$ cat config.mk
export PLATFORM = sky130hd
export DESIGN_NAME = cfg_link_ctrl_flat
export DESIGN_NICKNAME = d
export VERILOG_FILES = /design/src/pkg/clock_conditioner_cfg_pkg.sv /design/src/pkg/cfg_link_if.sv /design/src/verilog/cfg_link_ctrl.sv /design/src/flat_wrapper.sv
export SDC_FILE = /design/constraint.sdc
export NUM_CORES = 1
export LEC_CHECK = 0
export ABC_AREA = 1
export BUFFER_PORTS_ARGS = -buffer_cell sky130_fd_sc_hd__buf_2
export CELL_PAD_IN_SITES_DETAIL_PLACEMENT = 0
export CELL_PAD_IN_SITES_GLOBAL_PLACEMENT = 1
export CORE_MARGIN = 2
export CORE_UTILIZATION = 30
export CTS_CLUSTER_DIAMETER = 80
export DETAILED_ROUTE_END_ITERATION = 7
export PLACE_DENSITY = 0.64
export SLEW_MARGIN = 20
export SYNTH_ARGS = -nofsm -noshare
export SYNTH_HDL_FRONTEND = slang
export SYNTH_SLANG_ARGS = --single-unit
$ cat constraint.sdc
create_clock -name clock -period 3.5 [get_ports clock]
set_clock_uncertainty 0.15 [all_clocks]
set_input_delay 0.7 -clock clock [delete_from_list [all_inputs] [get_ports clock]]
set_output_delay 0.7 -clock clock [all_outputs]
set_load 0.1 [all_outputs]
$ cat src/pkg/clock_conditioner_cfg_pkg.sv
// Shared constants and types for the clock conditioner serial configuration path
// What this block does
// - Fabric drives all serial configuration port signals except serialOut, which the conditioner drives
// - Shift word first, then separate apply
// - Mode high selects dynamic bits, else static
// - Base configuration word is 81 bits
// - Extended variant adds bits 88 down 81
// - Fabric loads input-select bits from placement
// - Select bits 71-73, 78-80 are don't-care
package clock_conditioner_cfg_pkg;

  localparam int CFG_BASE_BITS = 81;
  localparam int CFG_EXT_BITS  = 8;
  localparam int CFG_MAX_BITS  = CFG_BASE_BITS + CFG_EXT_BITS;

  localparam int SEL_WIDTH    = 3;
  localparam int STAT_SEL_LSB = 71;
  localparam int DYN_SEL_LSB  = 77;
  localparam int DC_STAT_LSB  = 71;
  localparam int DC_UPPER_LSB = 78;

  localparam logic [CFG_MAX_BITS-1:0] SEL_ONES = {{(CFG_MAX_BITS-SEL_WIDTH){1'b0}}, 3'h7};
  localparam logic [CFG_MAX_BITS-1:0] DONT_CARE_MASK =
    (SEL_ONES << DC_STAT_LSB) | (SEL_ONES << DC_UPPER_LSB);

  localparam int CLOCK_PERIOD_NS  = 20;
  localparam int SCLK_HALF_NS     = 160;
  localparam int SCLK_HALF_CYCLES = (SCLK_HALF_NS + CLOCK_PERIOD_NS - 1) / CLOCK_PERIOD_NS;

  localparam int LINK_INS = 5;
  localparam int LNK_SCLK = 0;
  localparam int LNK_DIN  = 1;
  localparam int LNK_EN   = 2;
  localparam int LNK_UPD  = 3;
  localparam int LNK_MODE = 4;

  localparam int ADDR_W    = 8;
  localparam int TX_WORDS  = 3;
  localparam int PACK_BITS = 32 * TX_WORDS;

  localparam logic [ADDR_W-1:0] OFF_CTRL   = 8'h00;
  localparam logic [ADDR_W-1:0] OFF_STATUS = 8'h04;
  localparam logic [ADDR_W-1:0] OFF_TX0    = 8'h08;
  localparam logic [ADDR_W-1:0] OFF_RX0    = 8'h14;
  localparam logic [ADDR_W-1:0] OFF_SELECT = 8'h20;

  localparam int CTRL_START_BIT   = 0;
  localparam int CTRL_MODE_BIT    = 1;
  localparam int CTRL_APPLY_BIT   = 2;
  localparam int STAT_BUSY_BIT    = 0;
  localparam int STAT_DONE_BIT    = 1;
  localparam int STAT_MATCH_BIT   = 2;
  localparam int SEL_OVERRIDE_BIT = 8;

  localparam logic [31:0] CTRL_RESET   = 32'h00000004;
  localparam logic [31:0] SELECT_RESET = 32'h00000000;

  typedef enum logic [5:0] {
    ST_IDLE     = 6'h01,
    ST_SHIFT_LO = 6'h02,
    ST_SHIFT_HI = 6'h04,
    ST_GAP      = 6'h08,
    ST_APPLY_HI = 6'h10,
    ST_APPLY_LO = 6'h20
  } ctrl_state_t;

endpackage

$ cat src/pkg/cfg_link_if.sv
// Serial configuration link between fabric controller and clock conditioner
`timescale 1ns/1ps
interface cfg_link_if;
  logic serialClock;
  logic serialIn;
  logic shiftEnable;
  logic applyStrobe;
  logic modeSelect;
  logic serialOut;

  modport fabric
  (
    output serialClock,
    output serialIn,
    output shiftEnable,
    output applyStrobe,
    output modeSelect,
    input  serialOut
  );

  modport conditioner
  (
    input  serialClock,
    input  serialIn,
    input  shiftEnable,
    input  applyStrobe,
    input  modeSelect,
    output serialOut
  );
endinterface

$ cat src/verilog/cfg_link_ctrl.sv
// Fabric end: APB-programmed controller that shifts and applies configuration words
`timescale 1ns/1ps
module cfg_link_ctrl
  import clock_conditioner_cfg_pkg::*;
#(
  parameter int WORD_BITS   = CFG_BASE_BITS,
  parameter int HALF_CYCLES = SCLK_HALF_CYCLES
)
(
  input  wire logic              clock,
  input  wire logic              resetn,
  input  wire logic              psel,
  input  wire logic              penable,
  input  wire logic              pwrite,
  input  wire logic [ADDR_W-1:0] paddr,
  input  wire logic [31:0]       pwdata,
  output logic      [31:0]       prdata,
  output logic                   pready,
  output logic                   pslverr,
  cfg_link_if.fabric             link
);

  ctrl_state_t          state;
  ctrl_state_t          next_state;
  logic [7:0]           halfCnt;
  logic [7:0]           next_halfCnt;
  logic [6:0]           bitIdx;
  logic [6:0]           next_bitIdx;
  logic                 sclk;
  logic                 next_sclk;
  logic                 sdi;
  logic                 next_sdi;
  logic                 shiftEn;
  logic                 next_shiftEn;
  logic                 applyS;
  logic                 next_applyS;
  logic [WORD_BITS-1:0] rx;
  logic [WORD_BITS-1:0] next_rx;
  logic [WORD_BITS-1:0] txLatch;
  logic [WORD_BITS-1:0] next_txLatch;
  logic [WORD_BITS-1:0] lastTx;
  logic [WORD_BITS-1:0] next_lastTx;
  logic [WORD_BITS-1:0] txAssembled;
  logic [PACK_BITS-1:0] txFlat;
  logic [PACK_BITS-1:0] rxFlat;
  logic                 halfDone;
  logic                 doneEvent;
  logic                 matchOk;

  logic                 ack;
  logic                 next_ack;
  logic [31:0]          next_prdata;
  logic [31:0]          ctrl;
  logic [31:0]          next_ctrl;
  logic [31:0]          selectReg;
  logic [31:0]          next_selectReg;
  logic [31:0]          txWords      [TX_WORDS];
  logic [31:0]          next_txWords [TX_WORDS];
  logic                 done;
  logic                 next_done;
  logic                 apbWrite;
  logic                 startReq;
  logic                 mapped;
  logic [31:0]          rdValue;

  logic                 outSync1;
  logic                 outSync2;
  logic                 outSync3;
  logic                 outStable;
  logic                 next_outStable;

  always_comb
  begin
    for (int i = 0; i < TX_WORDS; i++)
    begin
      txFlat[32*i +: 32] = txWords[i];
    end
    txAssembled = txFlat[WORD_BITS-1:0];
    // Placement-dependent input selects may be forced after software loads the word
    if (selectReg[SEL_OVERRIDE_BIT])
    begin
      txAssembled[STAT_SEL_LSB +: SEL_WIDTH] = selectReg[2:0];
      txAssembled[DYN_SEL_LSB +: SEL_WIDTH]  = selectReg[5:3];
    end
    rxFlat  = PACK_BITS'(rx);
    // Readback ignores bits that models leave undefined
    matchOk = ((rx ^ lastTx) & ~DONT_CARE_MASK[WORD_BITS-1:0]) == '0;
  end

  always_comb
  begin
    halfDone       = (halfCnt == 8'(HALF_CYCLES - 1));
    next_outStable = (outSync2 == outSync3) ? outSync2 : outStable;
    next_state     = state;
    next_halfCnt   = halfCnt + 8'h01;
    next_bitIdx    = bitIdx;
    next_sclk      = sclk;
    next_sdi       = sdi;
    next_shiftEn   = shiftEn;
    next_applyS    = applyS;
    next_rx        = rx;
    next_txLatch   = txLatch;
    next_lastTx    = lastTx;
    doneEvent      = 1'b0;
    if (halfDone)
    begin
      next_halfCnt = 8'h00;
    end
    case (state)
      ST_IDLE:
      begin
        next_halfCnt = 8'h00;
        if (startReq)
        begin
          next_lastTx  = txLatch;
          next_txLatch = txAssembled;
          next_bitIdx  = 7'h00;
          next_shiftEn = 1'b1;
          next_sclk    = 1'b0;
          next_sdi     = txAssembled[0];
          next_state   = ST_SHIFT_LO;
        end
      end
      ST_SHIFT_LO:
      begin
        if (halfDone)
        begin
          // Sampled just before the rising edge, long after the previous shift settled
          next_rx    = {outStable, rx[WORD_BITS-1:1]};
          next_sclk  = 1'b1;
          next_state = ST_SHIFT_HI;
        end
      end
      ST_SHIFT_HI:
      begin
        if (halfDone)
        begin
          next_sclk = 1'b0;
          if (bitIdx == 7'(WORD_BITS - 1))
          begin
            next_shiftEn = 1'b0;
            next_sdi     = 1'b0;
            next_state   = ST_GAP;
          end
          else
          begin
            next_bitIdx = bitIdx + 7'h01;
            next_sdi    = txLatch[next_bitIdx];
            next_state  = ST_SHIFT_LO;
          end
        end
      end
      ST_GAP:
      begin
        if (halfDone)
        begin
          if (ctrl[CTRL_APPLY_BIT])
          begin
            next_applyS = 1'b1;
            next_state  = ST_APPLY_HI;
          end
          else
          begin
            doneEvent  = 1'b1;
            next_state = ST_IDLE;
          end
        end
      end
      ST_APPLY_HI:
      begin
        if (halfDone)
        begin
          next_applyS = 1'b0;
          next_state  = ST_APPLY_LO;
        end
      end
      ST_APPLY_LO:
      begin
        if (halfDone)
        begin
          doneEvent  = 1'b1;
          next_state = ST_IDLE;
        end
      end
      default:
      begin
        next_state = ST_IDLE;
      end
    endcase
  end

  always_ff @(posedge clock or negedge resetn)
  begin
    if (!resetn)
    begin
      state     <= ST_IDLE;
      halfCnt   <= 8'h00;
      bitIdx    <= 7'h00;
      sclk      <= 1'b0;
      sdi       <= 1'b0;
      shiftEn   <= 1'b0;
      applyS    <= 1'b0;
      rx        <= '0;
      txLatch   <= '0;
      lastTx    <= '0;
      outSync1  <= 1'b0;
      outSync2  <= 1'b0;
      outSync3  <= 1'b0;
      outStable <= 1'b0;
    end
    else
    begin
      state     <= next_state;
      halfCnt   <= next_halfCnt;
      bitIdx    <= next_bitIdx;
      sclk      <= next_sclk;
      sdi       <= next_sdi;
      shiftEn   <= next_shiftEn;
      applyS    <= next_applyS;
      rx        <= next_rx;
      txLatch   <= next_txLatch;
      lastTx    <= next_lastTx;
      outSync1  <= link.serialOut;
      outSync2  <= outSync1;
      outSync3  <= outSync2;
      outStable <= next_outStable;
    end
  end

  assign link.serialClock = sclk;
  assign link.serialIn    = sdi;
  assign link.shiftEnable = shiftEn;
  assign link.applyStrobe = applyS;
  assign link.modeSelect  = ctrl[CTRL_MODE_BIT];

  always_comb
  begin
    mapped  = 1'b1;
    rdValue = 32'h00000000;
    if (paddr == OFF_CTRL)
    begin
      rdValue = {29'h0, ctrl[CTRL_APPLY_BIT], ctrl[CTRL_MODE_BIT], 1'b0};
    end
    else if (paddr == OFF_STATUS)
    begin
      rdValue = {29'h0, matchOk, done, state != ST_IDLE};
    end
    else if (paddr >= OFF_TX0 && paddr < OFF_RX0 && paddr[1:0] == 2'h0)
    begin
      rdValue = txFlat[32*((paddr - OFF_TX0) >> 2) +: 32];
    end
    else if (paddr >= OFF_RX0 && paddr < OFF_SELECT && paddr[1:0] == 2'h0)
    begin
      rdValue = rxFlat[32*((paddr - OFF_RX0) >> 2) +: 32];
    end
    else if (paddr == OFF_SELECT)
    begin
      rdValue = {23'h0, selectReg[SEL_OVERRIDE_BIT], 2'h0, selectReg[5:0]};
    end
    else
    begin
      mapped = 1'b0;
    end
  end

  assign apbWrite = psel && penable && ack && pwrite && mapped;
  assign startReq = apbWrite && paddr == OFF_CTRL && pwdata[CTRL_START_BIT];
  assign pready   = ack;
  assign pslverr  = ack && !mapped;

  always_comb
  begin
    next_ack       = psel && penable && !ack;
    next_prdata    = prdata;
    next_ctrl      = ctrl;
    next_selectReg = selectReg;
    next_done      = done;
    for (int i = 0; i < TX_WORDS; i++)
    begin
      next_txWords[i] = txWords[i];
      if (apbWrite && paddr == OFF_TX0 + 8'(4 * i))
      begin
        next_txWords[i] = pwdata;
      end
    end
    if (psel && penable && !ack && !pwrite)
    begin
      next_prdata = rdValue;
    end
    if (apbWrite && paddr == OFF_CTRL)
    begin
      next_ctrl = pwdata & 32'h00000006;
    end
    if (apbWrite && paddr == OFF_SELECT)
    begin
      next_selectReg = pwdata & 32'h0000013f;
    end
    if (apbWrite && paddr == OFF_STATUS && pwdata[STAT_DONE_BIT])
    begin
      next_done = 1'b0;
    end
    // Completion beats a simultaneous clear so no transfer goes unreported
    if (doneEvent)
    begin
      next_done = 1'b1;
    end
  end

  always_ff @(posedge clock or negedge resetn)
  begin
    if (!resetn)
    begin
      ack       <= 1'b0;
      prdata    <= 32'h00000000;
      ctrl      <= CTRL_RESET;
      selectReg <= SELECT_RESET;
      done      <= 1'b0;
      for (int i = 0; i < TX_WORDS; i++)
      begin
        txWords[i] <= 32'h00000000;
      end
    end
    else
    begin
      ack       <= next_ack;
      prdata    <= next_prdata;
      ctrl      <= next_ctrl;
      selectReg <= next_selectReg;
      done      <= next_done;
      for (int i = 0; i < TX_WORDS; i++)
      begin
        txWords[i] <= next_txWords[i];
      end
    end
  end

endmodule // cfg_link_ctrl

$ cat src/flat_wrapper.sv
// flat-port wrapper written by rule: the top's interface ports become plain ports
module cfg_link_ctrl_flat import clock_conditioner_cfg_pkg::*;
#(
  parameter int WORD_BITS   = CFG_BASE_BITS,
  parameter int HALF_CYCLES = SCLK_HALF_CYCLES
)
  (clock, resetn, psel, penable, pwrite, paddr, pwdata, prdata, pready, pslverr, link_serialClock, link_serialIn, link_shiftEnable, link_applyStrobe, link_modeSelect, link_serialOut);
  cfg_link_if link_i ();
  input  wire logic clock;
  input  wire logic resetn;
  input  wire logic psel;
  input  wire logic penable;
  input  wire logic pwrite;
  input  wire logic [ADDR_W-1:0] paddr;
  input  wire logic [31:0] pwdata;
  output logic      [31:0] prdata;
  output logic pready;
  output logic pslverr;
  output wire logic [$bits(link_i.serialClock)-1:0] link_serialClock;
  output wire logic [$bits(link_i.serialIn)-1:0] link_serialIn;
  output wire logic [$bits(link_i.shiftEnable)-1:0] link_shiftEnable;
  output wire logic [$bits(link_i.applyStrobe)-1:0] link_applyStrobe;
  output wire logic [$bits(link_i.modeSelect)-1:0] link_modeSelect;
  input wire logic [$bits(link_i.serialOut)-1:0] link_serialOut;
  assign link_serialClock = link_i.serialClock;
  assign link_serialIn = link_i.serialIn;
  assign link_shiftEnable = link_i.shiftEnable;
  assign link_applyStrobe = link_i.applyStrobe;
  assign link_modeSelect = link_i.modeSelect;
  assign link_i.serialOut = link_serialOut;
  cfg_link_ctrl #(.WORD_BITS(WORD_BITS), .HALF_CYCLES(HALF_CYCLES)) u_core (.clock(clock), .resetn(resetn), .psel(psel), .penable(penable), .pwrite(pwrite), .paddr(paddr), .pwdata(pwdata), .prdata(prdata), .pready(pready), .pslverr(pslverr), .link(link_i));
endmodule
; After elaboration in Yosys (flattened, before gate mapping)
; Index checks and enable logic that the tools add are counted.
[classes]
addsub = 4
order_cmp = 5
n_eq_ne = 24
shift = 2
mux = 50
bitwise_logic = 1
n_reduce_logical = 37
[op_table]
columns = operator, n
row1 = 96-bit by 33-bit indexed part select with 32-bit output, 2
row2 = 32-bit 2-to-1 mux, 4
row3 = 81-bit zero test, 1
row4 = 78-bit XOR, 1
row5 = 6-bit 2-to-1 mux, 6
row6 = 6-bit one-hot mux with 6 select lines, 1
row7 = 1-bit 2-to-1 mux, 22
row8 = 7-bit 2-to-1 mux, 3
row9 = 1-bit logical AND, 19
row10 = "8-bit by 3-bit equality test with 1-bit output, second input constant", 2
row11 = "8-bit by 4-bit equality test with 1-bit output, second input constant", 2
row12 = 8-bit 2-to-1 mux, 2
row13 = "2-bit by 1-bit != test with 1-bit output, second input constant", 8
row14 = 4-bit AND reduction, 4
row15 = 7-bit one-hot mux with 2 select lines, 1
row16 = 9-bit 2-to-1 mux, 1
row17 = "8-bit by 4-bit subtractor with 9-bit output, second input constant", 1
row18 = "8-bit by 5-bit subtractor with 9-bit output, second input constant", 1
row19 = "8-bit by 1-bit adder with 8-bit output, second input constant", 1
row20 = "8-bit by 5-bit equality test with 1-bit output, second input constant", 1
row21 = "8-bit by 6-bit equality test with 1-bit output, second input constant", 1
row22 = "8-bit by 4-bit >= comparator with 1-bit output, second input constant", 1
row23 = "8-bit by 5-bit >= comparator with 1-bit output, second input constant", 1
row24 = 8-bit zero test, 1
row25 = 27 further kinds, 36
[word_totals]
ff_bits = 408

; Logic depth before layout (Yosys ltp)
[logic_depth]
depth_word = 12
mapped_depth = 16
ltp_nobuf = 13

; Worst setup path before layout
; No wires, ideal clock.
[synth_path]
path_kind = input -> output
from = input port paddr[3]
to = output port pslverr
arrival_ps = 3290
required_ps = 2650
path_slack_ps = -640
stages = 8
path_buffers = 1
cell_sequence = clkinv_1 > clkbuf_1 > ha_1 > a21oi_4 > a21oi_4 > nor2_2 > nand4_4 > nor2_1
[synth_between]
elab_chain_len = 9
word_cells_on_any_way = 18
[synth_rtl]
columns = element, line
row1 = start: declaration, flat_wrapper.sv:14  ; input wire logic [ADDR_W-1:0] paddr;
row2 = 8-bit by 5-bit >= comparator with 1-bit output or 8-bit by 6-bit < comparator with 1-bit output (tied branches), cfg_link_ctrl.sv:252  ; else if (paddr >= OFF_RX0 && paddr < OFF_SELECT && paddr[1:0] == 2'h0)
row3 = 1-bit logical AND (2 in series), cfg_link_ctrl.sv:252
row4 = 1-bit 2-to-1 mux, cfg_link_ctrl.sv:252
row5 = 1-bit 2-to-1 mux, cfg_link_ctrl.sv:248  ; else if (paddr >= OFF_TX0 && paddr < OFF_RX0 && paddr[1:0] == 2'h0)
row6 = 1-bit 2-to-1 mux, cfg_link_ctrl.sv:244  ; else if (paddr == OFF_STATUS)
row7 = 1-bit 2-to-1 mux (*), cfg_link_ctrl.sv:240  ; if (paddr == OFF_CTRL)
row8 = 1-bit zero test (*), cfg_link_ctrl.sv:269  ; assign pslverr = ack && !mapped;
row9 = 1-bit logical AND (*), cfg_link_ctrl.sv:269
row10 = end: declaration, flat_wrapper.sv:18  ; output logic pslverr;
; Every way passes the cells marked *; elsewhere a longest branch is shown, timed or not.

; Final worst setup path
; Same ends and word-level chain as after synthesis.

==> results.env <==
SYN_AVG_CELL_AREA_UM2=7.87
FP.COREAREA_MM2=0.0656
WIRE_LENGTH_OF_THE_FIRST_GLOBAL_ROUTING_PASS_UM=98900
P_LEAK_nW=10.5
GRT_SETUP_UNREPAIRED='false'
FINALNONFILLERCELLS=3475
NUM_VIAS=16600
CTS.SINK_COUNT=405
ROWS=94
ANTENNA-DIODE-COUNT=0
LAYOUT_CELL_SHARE_WITH_DRIVE_STRENGTH_BEYOND_1=0.113
SYNTH-WARNING-COUNT=0
PWR_DENSITY_CELL_mW_PER_MM2=509
FINALWEIGHTEDCONGESTION=0.835
FINAL.MIN_CLOCK_PERIOD_PS=3270
CTS_TREE='yes'
MAX_SLEW_MARGIN=0.452
RUN_STATUS='completed'
SYN_INST=2519
ANTENNA_LEFT=0
SETUP_VIOLATIONS=0
MAXIMUM_IR_DROP_ON_THE_VDD_RAIL_mV=0.360
GRT_USAGE=0.189
CRITICAL_PATH_CLASS='in -> out'
NUM-FILL-CELLS=7025
MIN-DELAY-PATH-CLASS='in -> reg'
DRC=0
WORST_MARGIN_SLEW_PS=821
DP_HPWL_UM=45400
CLOCK.FMAX_MHz=306
DESIGN.DIE.AREA_MM2=0.0682
PORT_BUFFERS=84
CLOCK_PATH_BUFFERS=3
H-TREE-DEPTH=2
WORST-PATH-MAX-FANOUT=6
YS_SEQ_ELEMENTS=405
GLOBALROUTE.TOTALOVERFLOW=0
SYNTH_SEQUENTIAL_AREA_RATIO=0.511
GRT_ANTENNA_BEFORE_REPAIR=0
INITIAL_UTIL=0.302
CLK_LATENCY_PS=580
SETUP.WORST_PATH.START_CLASS='primary input'
NET_TOTAL_IN_THE_FINAL_LAYOUT=2630
ROUTE.DETAILED.WL_PER_INST_UM=18.3
CTS_SETUP_BUFFERS=0
CLOCK_ROOT_BUFFER='sky130_fd_sc_hd__clkbuf_16'
DIEWIDTH_UM=261
VIASPERCELL=4.76
DRV_CAP=0
MAXSLEWVIOLCOUNT=0
SYNTH_ENABLE_FLOP_CELLS=0
AREAGROWTHSYNTHTOFINISH_PCT=15.1
WORST_EP_REQUIRED_TIME_PS=2650
DETAILED_ROUTER_ITERATION_COUNT_BEFORE_ANTENNA_REPAIR=5
FIN_SETUP_TNS_PS=0
REGTOREGSETUPSLACK_PS=660
GRT_PASS1_VIAS=16100
CTS.CLK_SLEW.WORST_PATHS_PS=60
SYNTH_AREA_MM2=0.0198
SYNTH_TOP_FLOP_CELL='sky130_fd_sc_hd__dfrtp_1'
FLOORPLAN.DIE.HEIGHT_UM=261
LARGEST_NET_DEGREE_AT_THE_START_OF_GLOBAL_ROUTING=125
TIMING.CRITICAL_PATH.ARRIVAL_PS=2420
POST_PLACE_CELLS=3388
TRITONCTS_BUFFERS=46
SYN-NUM-NETS=2576
DRT_WL_TOTAL_UM=63400
TOP_LEVEL_PORTS=85
CRIT_PATH_END_KIND='output pin'
DETAILED_ROUTE_ITER0_VIOLATIONS=1287
HOLD_VIOL=0
FINAL_PERIOD_UTILIZATION=0.934
NETLIST-CELL-TYPE-COUNT=44
POSTSYNTH.ASYNCRESETSHARE=1.00
[worst paths after layout]
| path | startpoint | end | cells past startpoint |
|---|---|---|---|
| max | paddr[3] | pslverr | 9 |
| min | link_serialOut | u_core.outSync1 | 1 |
| max reg2reg | u_core.state[3] | u_core.lastTx[11] | 7 |
| min reg2reg | u_core.outSync1 | u_core.outSync2 | 0 |
| max in group asynchronous | resetn | u_core.txLatch[11] | 3 |
| min in group asynchronous | resetn | u_core.rx[60] | 2 |
[final cells by class]
| class | instances | area (µm²) | area share |
|---|---|---|---|
| sequential | 405 | 10100 | 0.444 |
| inverter | 321 | 1210 | 0.0528 |
| timing repair buffer | 127 | 923 | 0.0405 |
| tap | 864 | 1080 | 0.0474 |
| clock inverter | 21 | 246 | 0.0108 |
| clock buffer | 65 | 1380 | 0.0603 |
| multi-input combinational | 1672 | 7860 | 0.344 |
[state kept, by name, indices dropped and copies added, names as in the netlist, 2 cells and up]
signal	cells
u_core.selectReg	7
u_core.halfCnt	8
u_core.bitIdx	7
u_core.txLatch	81
u_core.lastTx	75
u_core.txFlat	21
u_core.ctrl	2
u_core.txAssembled	75
u_core.state	6
u_core.prdata	32
u_core.rx	81
[synthesized netlist by cell type (3+ instances only)]
cell type,n,area [µm²]
sky130_fd_sc_hd__a21oi_1,78,390
sky130_fd_sc_hd__a22o_1,5,43.8
sky130_fd_sc_hd__a31oi_1,12,75.1
sky130_fd_sc_hd__buf_1,3,11.3
sky130_fd_sc_hd__buf_2,47,235
sky130_fd_sc_hd__buf_4,7,52.6
sky130_fd_sc_hd__buf_6,15,169
sky130_fd_sc_hd__clkbuf_1,49,184
sky130_fd_sc_hd__clkinv_1,5,18.8
sky130_fd_sc_hd__dfrtp_1,403,10100
sky130_fd_sc_hd__ha_1,11,138
sky130_fd_sc_hd__inv_1,307,1150
sky130_fd_sc_hd__inv_2,9,33.8
sky130_fd_sc_hd__nand2_1,780,2930
sky130_fd_sc_hd__nand2_2,3,18.8
sky130_fd_sc_hd__nand3_1,85,425
sky130_fd_sc_hd__nand3_4,4,70.1
sky130_fd_sc_hd__nand4_1,9,56.3
sky130_fd_sc_hd__nor2_1,117,439
sky130_fd_sc_hd__nor2_2,6,37.5
sky130_fd_sc_hd__nor3_1,7,35.0
sky130_fd_sc_hd__o211ai_1,14,105
sky130_fd_sc_hd__o21ai_0,264,1320
sky130_fd_sc_hd__o21ai_1,188,941
sky130_fd_sc_hd__o21ai_2,50,438
sky130_fd_sc_hd__o22ai_1,4,25.0
sky130_fd_sc_hd__xnor2_1,11,96.3
[logic make-up (layout without fill, tap and decap cells)]
| kind of cell | Yosys count | after routing | share of synthesized area |
|---|---|---|---|
| muxes | 1 | 1 | 0.000568 |
| and+or+nand+nor | 1026 | 1026 | 0.210 |
| buffers and inverters | 442 | 534 | 0.0936 |
| AOI/OAI and AO/OA | 620 | 620 | 0.172 |
| adders and majority gates | 12 | 12 | 0.00744 |
| xor gates and xnor gates | 13 | 13 | 0.00574 |
| DFF | 405 | 405 | 0.511 |
[critical path, cell delays in order]
cell and delay, ps:
sky130_fd_sc_hd__buf_2 190, sky130_fd_sc_hd__clkinv_1 230, sky130_fd_sc_hd__ha_1 300, sky130_fd_sc_hd__a21oi_4 200, sky130_fd_sc_hd__a21oi_4 90, sky130_fd_sc_hd__nor2_2 150
sky130_fd_sc_hd__nand4_4 210, sky130_fd_sc_hd__nor2_4 170, sky130_fd_sc_hd__buf_12 180
[timing repair]
item | CTS | global route
endpoints found under the hold margin | 8 | 0
hold buffers | 1 | 0
gates resized for setup | 0 | 0
[through the flow]
step                      total power, mW  hold WS (ps)   util  instance area (µm²)  setup slack, ps
after global placement               6.51           187  0.323                21200              317
final                                11.6          82.7  0.348                22800              230
after global routing                 12.1          61.6  0.348                22800              135
after CTS                            11.7          54.2  0.348                22800              246
after floorplan                      5.95           181      -                19800              125
after detailed placement             6.52           196  0.323                21200              245
[placed cells by master, fill, tap and decap left out, types with 14 or more instances in the layout]
cell                        instances
sky130_fd_sc_hd__a21oi_1           78
sky130_fd_sc_hd__buf_2             81
sky130_fd_sc_hd__buf_4             31
sky130_fd_sc_hd__clkbuf_16         49
sky130_fd_sc_hd__dfrtp_1          402
sky130_fd_sc_hd__inv_1            307
sky130_fd_sc_hd__nand2_1          779
sky130_fd_sc_hd__nand3_1           85
sky130_fd_sc_hd__nor2_1           116
sky130_fd_sc_hd__o211ai_1          14
sky130_fd_sc_hd__o21ai_0          264
sky130_fd_sc_hd__o21ai_1          188
sky130_fd_sc_hd__o21ai_2           50
[layer usage]
metal	vias up	track usage	part of all wire
met2	341	0.293	0.45
met4	0	0.0445	0.020
li1	8135	-	-
met5	-	0	0
met3	74	0.0258	0.039
met1	8007	0.279	0.49
[power by group]
part           internal, mW  total [mW]  switching, mW
Combinational         0.448        1.61           1.16
Sequential             4.77        4.84         0.0680
Clock                  3.12        5.17           2.05
Total                  8.33        11.6           3.28
Power figures use the tool's default switching activity.
